## config.mk

```make
export PLATFORM = sky130hd
export DESIGN_NAME = pad_decoder
export DESIGN_NICKNAME = d
export VERILOG_FILES = /design/src/pad_pkg.sv /design/src/pad_decoder.sv
export SDC_FILE = /design/constraint.sdc
export NUM_CORES = 1
export LEC_CHECK = 0
export BUFFER_PORTS_ARGS = -buffer_cell sky130_fd_sc_hd__clkbuf_2
export CORE_MARGIN = 3
export CORE_UTILIZATION = 30
export DETAILED_ROUTE_END_ITERATION = 8
export GPL_TIMING_DRIVEN = 1
export PLACE_DENSITY_LB_ADDON = 0.25
export SLEW_MARGIN = 0
export SYNTH_ARGS = -nofsm -noshare
export SYNTH_HDL_FRONTEND = slang
export SYNTH_SLANG_ARGS = --single-unit
```

## constraint.sdc

```tcl
create_clock -name mclk -period 1.6 [get_ports mclk]
set_input_delay 0.08 -clock mclk [delete_from_list [all_inputs] [get_ports mclk]]
set_output_delay 0.08 -clock mclk [all_outputs]
set_load 0.03 [all_outputs]
```

## src/pad_pkg.sv

```systemverilog
// Package for the physical address decoder: field layout, spaces and carriers.
package pad_pkg;
   // ----------------------------------------
   // Field positions
   // ----------------------------------------
   localparam int PAD_ADDR_W = 64;
   localparam int PAD_PHYS_W = 50;
   localparam int PAD_NODE_HI = 49;
   localparam int PAD_NODE_LO = 38;
   localparam int PAD_NODE_W = 12;
   localparam int PAD_TYPE_BIT = 38;
   localparam int PAD_SEL_HI = 37;
   localparam int PAD_SEL_LO = 36;
   localparam int PAD_HALF_BIT = 35;
   localparam int PAD_OFS_W = 36;
   localparam int PAD_MAX_PROC_NODES = 256;

   // ----------------------------------------
   // Space codes
   // ----------------------------------------
   typedef enum logic [1:0] {
      PAD_SP_LOCAL_GLOBAL = 2'h0,
      PAD_SP_GET = 2'h1,
      PAD_SP_ATOMIC = 2'h2,
      PAD_SP_CACHEABLE = 2'h3
   } pad_space_e;

   // Request as issued by a processor
   typedef struct packed {
      logic valid;
      logic [PAD_ADDR_W-1:0] addr;
   } pad_req_s;

   // Decoded request towards the node hubs
   typedef struct packed {
      logic valid;
      logic [PAD_NODE_W-1:0] node_id;
      logic proc_node;
      pad_space_e space_selector_bits;
      logic local_space;
      logic mapped_register_space;
      logic get_space;
      logic atomic_op_space;
      logic mem_req;
      logic pio_target;
      logic [PAD_OFS_W-1:0] offset;
      logic reserved_err;
      logic bit49_err;
      logic odd_hub_err;
   } pad_dec_s;

   localparam pad_dec_s PAD_DEC_RESET = '0;
endpackage

```

## src/pad_decoder.sv

```systemverilog
// Physical address decoder: splits a request address into routing fields.
//
// Functional notes
// - Only bits below 50 carry meaning
// - Node identifier from bits 49:38, 256 nodes
// - Bit 38 zero means processor node
// - Bit 49 always zero; a set bit 49 only raises bit49_err and is still routed
// - Node identifier selects 256 GB hub region
// - Bits 37:36 pick one of four spaces
// - Bits 35:0 are byte offset
// - Space 00 halved by bit 35
// - Bits 37:35 000 go local resource
// - Bits 37:35 001 go global registers
// - Global registers reachable from any node
// - Programmed I/O decoded in global registers
// - Hub node identifiers are even; an odd one only raises odd_hub_err and is still routed
// - Space 11 issues memory request
`timescale 1ns/100ps
module pad_decoder (
   // Clock and reset
   input wire logic mclk,
   input wire logic rst,
   // Request from processor side
   input wire pad_pkg::pad_req_s req,
   // Decoded request to hub side
   output pad_pkg::pad_dec_s dec
);
   import pad_pkg::*;

   typedef struct packed {
      pad_dec_s dec;
   } pad_state_s;

   pad_state_s state;
   pad_state_s next_state;

   // ----------------------------------------
   // Field extraction
   // ----------------------------------------
   // Space 00 test plus half choice; shared by both halves so the
   // Selector compare lives in one place
   function automatic logic pad_zero_half(input logic [PAD_ADDR_W-1:0] a, input logic upper);
      return (a[PAD_SEL_HI:PAD_SEL_LO] == PAD_SP_LOCAL_GLOBAL) && (a[PAD_HALF_BIT] == upper);
   endfunction

   function automatic pad_dec_s pad_decode(input logic [PAD_ADDR_W-1:0] a);
      pad_dec_s d;
      d = PAD_DEC_RESET;
      d.valid = 1'h1;
      d.node_id = a[PAD_NODE_HI:PAD_NODE_LO];
      d.proc_node = ~a[PAD_TYPE_BIT];
      d.space_selector_bits = pad_space_e'(a[PAD_SEL_HI:PAD_SEL_LO]);
      d.offset = a[PAD_OFS_W-1:0];
      // Halves of space 00 chosen by bit 35
      d.local_space = pad_zero_half(a, 1'h0);
      // No source check: any node may reach another's registers
      d.mapped_register_space = pad_zero_half(a, 1'h1);
      d.pio_target = d.mapped_register_space;
      d.get_space = (d.space_selector_bits == PAD_SP_GET);
      d.atomic_op_space = (d.space_selector_bits == PAD_SP_ATOMIC);
      d.mem_req = (d.space_selector_bits == PAD_SP_CACHEABLE);
      // Flags only; upper bits never steer routing
      d.reserved_err = |a[PAD_ADDR_W-1:PAD_PHYS_W];
      d.bit49_err = a[PAD_NODE_HI];
      d.odd_hub_err = a[PAD_NODE_LO];
      return d;
   endfunction

   // ----------------------------------------
   // Next state and register
   // ----------------------------------------
   always_comb begin
      next_state = state;
      // Idle cycles load zeros so an address held by the requester is not routed twice
      if (req.valid) begin
         next_state.dec = pad_decode(req.addr);
      end else begin
         next_state.dec = PAD_DEC_RESET;
      end
   end

   always_ff @(posedge mclk) begin
      if (rst) begin
         state <= '{dec: PAD_DEC_RESET};
      end else begin
         state <= next_state;
      end
   end

   assign dec = state.dec;

   // ----------------------------------------
   // Checks
   // ----------------------------------------
   // Field bounds and widths must agree, or the struct slices go wrong silently
   if (PAD_NODE_HI - PAD_NODE_LO + 1 != PAD_NODE_W) begin : g_bad_node_w
      $error("Node field width does not match its bounds");
   end
   if (PAD_MAX_PROC_NODES > 2 ** PAD_NODE_W) begin : g_bad_node_count
      $error("Node field too narrow for the node count");
   end
   if (PAD_NODE_HI != PAD_PHYS_W - 1) begin : g_bad_phys_w
      $error("Node field must end at the top physical bit");
   end
   if (PAD_TYPE_BIT != PAD_NODE_LO) begin : g_bad_type_bit
      $error("Node type must be the lowest node bit");
   end
   if (PAD_SEL_HI != PAD_NODE_LO - 1 || PAD_SEL_HI != PAD_SEL_LO + 1) begin : g_bad_sel
      $error("Space selector must be two bits below the node field");
   end
   if (PAD_OFS_W != PAD_SEL_LO || PAD_HALF_BIT != PAD_OFS_W - 1) begin : g_bad_ofs
      $error("Offset must fill the bits below the selector");
   end
   if (PAD_ADDR_W < PAD_PHYS_W) begin : g_bad_addr_w
      $error("Request address narrower than the physical address");
   end
endmodule

```

# Word-level counts from Yosys, hierarchy flattened
# Cells that the tools add are included.
[classes]
muxes = 1
n_reduce_logical = 5
bitwise = 3
n_eq_ne = 3
[ops]
columns = ["cell", "n"]
rows = [
  ["$mux 61", 1],
  ["$reduce_or 14->1", 1],
  ["$eq 2x2->1 const B", 2],
  ["$not 1->1", 3],
  ["$eq 2x1->1 const B", 1],
  ["$logic_and 1x1->1", 2],
  ["$logic_not 2->1", 1],
  ["$reduce_or 2->1", 1],
]
[word_totals]
in_bits = 67
register_bits = 60
wordCells = 25
output_inout_bits = 61

# Longest topological paths before layout
[depth]
ltp_word = 3
mapped_depth = 4
mapped_depth_nobuf = 4

# Least setup slack after synthesis
# Ideal clock, no wire load.
[synth_timing]
kind = "input to register"
start = "input req[53] (netlist bit)"
end = "register state (netlist bit dec[2])"
required_time_ns = 1.471
t_arrival_ns = 0.765
n_path_buf = 0
setup_slack_ns = 0.706
stages = 3
setup_ns = 0.129
path_cell_list = "or4_4 -> nor3_2 -> a31oi_1"
[synth_via]
elab_chain_len = 1
[synth_lines]
columns = ["item", "line_no", "source"]
rows = [
  ["start: declaration", "pad_decoder.sv:24", "input wire pad_pkg::pad_req_s req,"],
  ["$reduce_or 14->1", "pad_decoder.sv:63", "d.reserved_err = |a[PAD_ADDR_W-1:PAD_PHYS_W];"],
  ["end signal: assignment", "pad_decoder.sv:84", "state <= '{dec: PAD_DEC_RESET};"],
  ["end signal: assignment", "pad_decoder.sv:86", "state <= next_state;"],
  ["end: declaration", "pad_decoder.sv:34", "pad_state_s state;"],
]
# Every way passes these cells.
# A chain may end at the register's enable or synchronous reset.

# Worst setup path in the final report
[layout_timing]
start = "input req[37] (netlist bit)"
end = "register state (netlist bit dec[39])"
[layout_via]
elab_chain_len = 2
[layout_lines]
columns = ["item", "line_no", "source"]
rows = [
  ["$logic_not 2->1", "pad_decoder.sv:43", "return (a[PAD_SEL_HI:PAD_SEL_LO] == PAD_SP_LOCAL_GLOBAL) && (a[PAD_HALF_BIT] == upper);"],
  ["$logic_and 1x1->1", "pad_decoder.sv:43", ""],
]
# Every way passes these cells.

==> impl_metrics.yaml <==
setup_path:
  crit_type: "input pin to flop"
  cp.arrival_ps: 1660
  cp-start-kind: "input pin"
  critPathMaxFanout: 5
  cp-end-kind: "flop"
  worst_ep_required_time_ps: 1860
synth:
  synth_nets: 196
  synth_ff_type: "dfxtp_1"
  synth.most_common_cell: "dfxtp_1"
  yosys_warnings: 0
  ys_top_cells_by_area: "dfxtp_1 72%, and2_1 19%, buf_4 1.4%, nor4_1 1.2%, clkbuf_1 0.93%"
  syn_area_per_cell_sq_um: 12.50
  synth.yosys.seq_area_share: 0.7199
  synth_seq_cells: 58
  netlist_instances: 129
  netlist_area_sq_um: 1613
  synthArstFlopShare: 0
  netlist.top_cell.by_area: "dfxtp_1"
  ys_top_cells_by_count: "58 x dfxtp_1, 50 x and2_1, 4 x clkbuf_1, 3 x buf_4, 3 x nor4_1"
  synth_top_area_frac: 0.7199
  synth.distinct_cells: 16
  synth-edff-count: 0
final_layout:
  drive_above_1_share: 0.4620
  syn2layout_area_growth_pct: 85.49
  regArea_sq_um: 1161
  fillerInstances: 452
  multi_input_comb_area_sq_um: 405.4
  largest_reg_flops: 58
  nets: 379
  antennaDiodeCount: 0
power_and_ir_drop:
  p_comb_frac: 0.136
  leakagePower_nw: 1.522
  worst_ir_drop_vdd_mv: 0.5523
  p_sw_frac: 0.2375
  seqPwrFrac: 0.495
  intPower_mw: 2.336
  p_switching_mw: 0.7276
  clkPwrFrac: 0.369
  power.density_nw_per_um2: 1024
grt:
  grt_use_total: 0.1452
  grt-ovfl-total: 0
  grt_pass1_wl_um: 6906
  first_global_vias: 1568
  grt_antenna_before_repair: 0
  grt_max_degree: 33
timing:
  worstMarginPinSlew_ps: 392.9
  rsz0062_at_grt: "false"
  drv_slew: 0
  max-slew-margin-rel: 0.7377
  finalSetupTns_ps: 0
  hold_slack_ps: 35.50
  period_minus_slack_ps: 1403
  finalHoldViolCount: 0
  fmax_mhz: 712.7
  finalCritPeriodShare: 0.8769
  setup_violations: 0
clock_network:
  cts_tree: "built"
  cts_buffer_depth: 2
  clk_pin_slew_ps: 60
  cts_buffers: 9
  cts_root_buf: "clkbuf_8"
  clock_sinks: 58
  cts_setup_buffers: 0
  htreeDepth: 3
placement:
  hpwl_um: 2756
  port_buffers: 127
  gp_congestion: 0.6542
floorplanning:
  initial_core_util: 0.3138
  rows: 26
  dieArea_sq_um: 6292
  die_w_um: 79.32
  die_h_um: 79.32
  coreArea_sq_um: 5140
  ios: 128
route:
  vias: 1502
  drt-pass1-iter-count: 3
  routed_wl_um: 4306
  wl_per_cell_um: 11.16
  viasPerCell: 3.891
  ant_nets: 0
  drc: 0
  drtIter0Drc: 15
outcome:
  status: "finished, final reports clean"
flow_run:
  drv_cap: 0
worst_hold_path:
  hp-class: "input pin to flop"
==> cell usage in the layout (no fill, tap or decap), types with 3 or more instances in the layout <==
cell | synthesis | routed
dfxtp_1 | 58 | 58
clkinv_2 | 0 | 3
clkbuf_8 | 0 | 11
dlygate4sd3_1 | 0 | 52
nor4_1 | 3 | 3
clkbuf_2 | 0 | 127
and2_1 | 50 | 50
==> final timing paths <==
check	from	end	cells past startpoint
setup / recovery	req[37]	dec[39]	4
hold / removal	req[50]	dec[2]	3
==> stage by stage <==
stage	utilization	total power, mW	cells	worst slack (ps)	instance area, sq um
global placement	0.4477	1.866	319	457.7	2301
CTS	0.5820	3.118	386	275.0	2992
global route	0.5820	3.226	386	104.0	2992
detailed placement	0.4477	1.868	319	429.0	2301
finish	0.5820	3.064	386	196.9	2992
floorplan	-	1.725	129	705.7	1613
==> worst max-delay path, cell delays in order <==
cell	delay (ps)
dlygate4sd3_1	540
clkbuf_2	140
nor4b_1	300
dlygate4sd3_1	590
==> cell families (layout without fill, tap and decap cells) <==
family | after synthesis | count (layout) | synth area share
AO/OA/AOI/OAI | 1 | 1 | 0.003881
buffers and inverters | 9 | 196 | 0.02870
flip-flops | 58 | 58 | 0.7199
AND/OR/NAND/NOR | 61 | 61 | 0.2475
==> power groups by stage <==
stage	combinational, mW	clock [mW]	sequential, mW
2_1_floorplan	0.0606	0	1.66
3_3_place_gp	0.318	0	1.55
3_5_place_dp	0.319	0	1.55
4_1_cts	0.417	1.18	1.52
5_1_grt	0.449	1.25	1.52
6_report	0.416	1.13	1.52
==> area by class of cell <==
| cell class | count | area share |
|---|---|---|
| Sequential cell | 58 | 0.3881 |
| Tap cell | 70 | 0.02928 |
| Clock buffer | 12 | 0.05186 |
| Inverter | 1 | 0.001255 |
| Multi-Input combinational cell | 62 | 0.1355 |
| Timing Repair Buffer | 180 | 0.3890 |
| Clock inverter | 3 | 0.005019 |
==> timing repair <==
item,4_1_cts,5_1_grt
resized for setup,0,0
hold buffers,52,0
endpoints found under the hold margin,53,0
==> per-layer routing <==
metal  track usage  vias up  share of wire
li1              -      764              -
met1        0.1432      649           0.38
met5             0        -              0
met3       0.06009        6           0.10
met4       0.07732        0          0.011
met2        0.2576       83           0.50
Note: power is estimated with default switching activity, not from simulation.
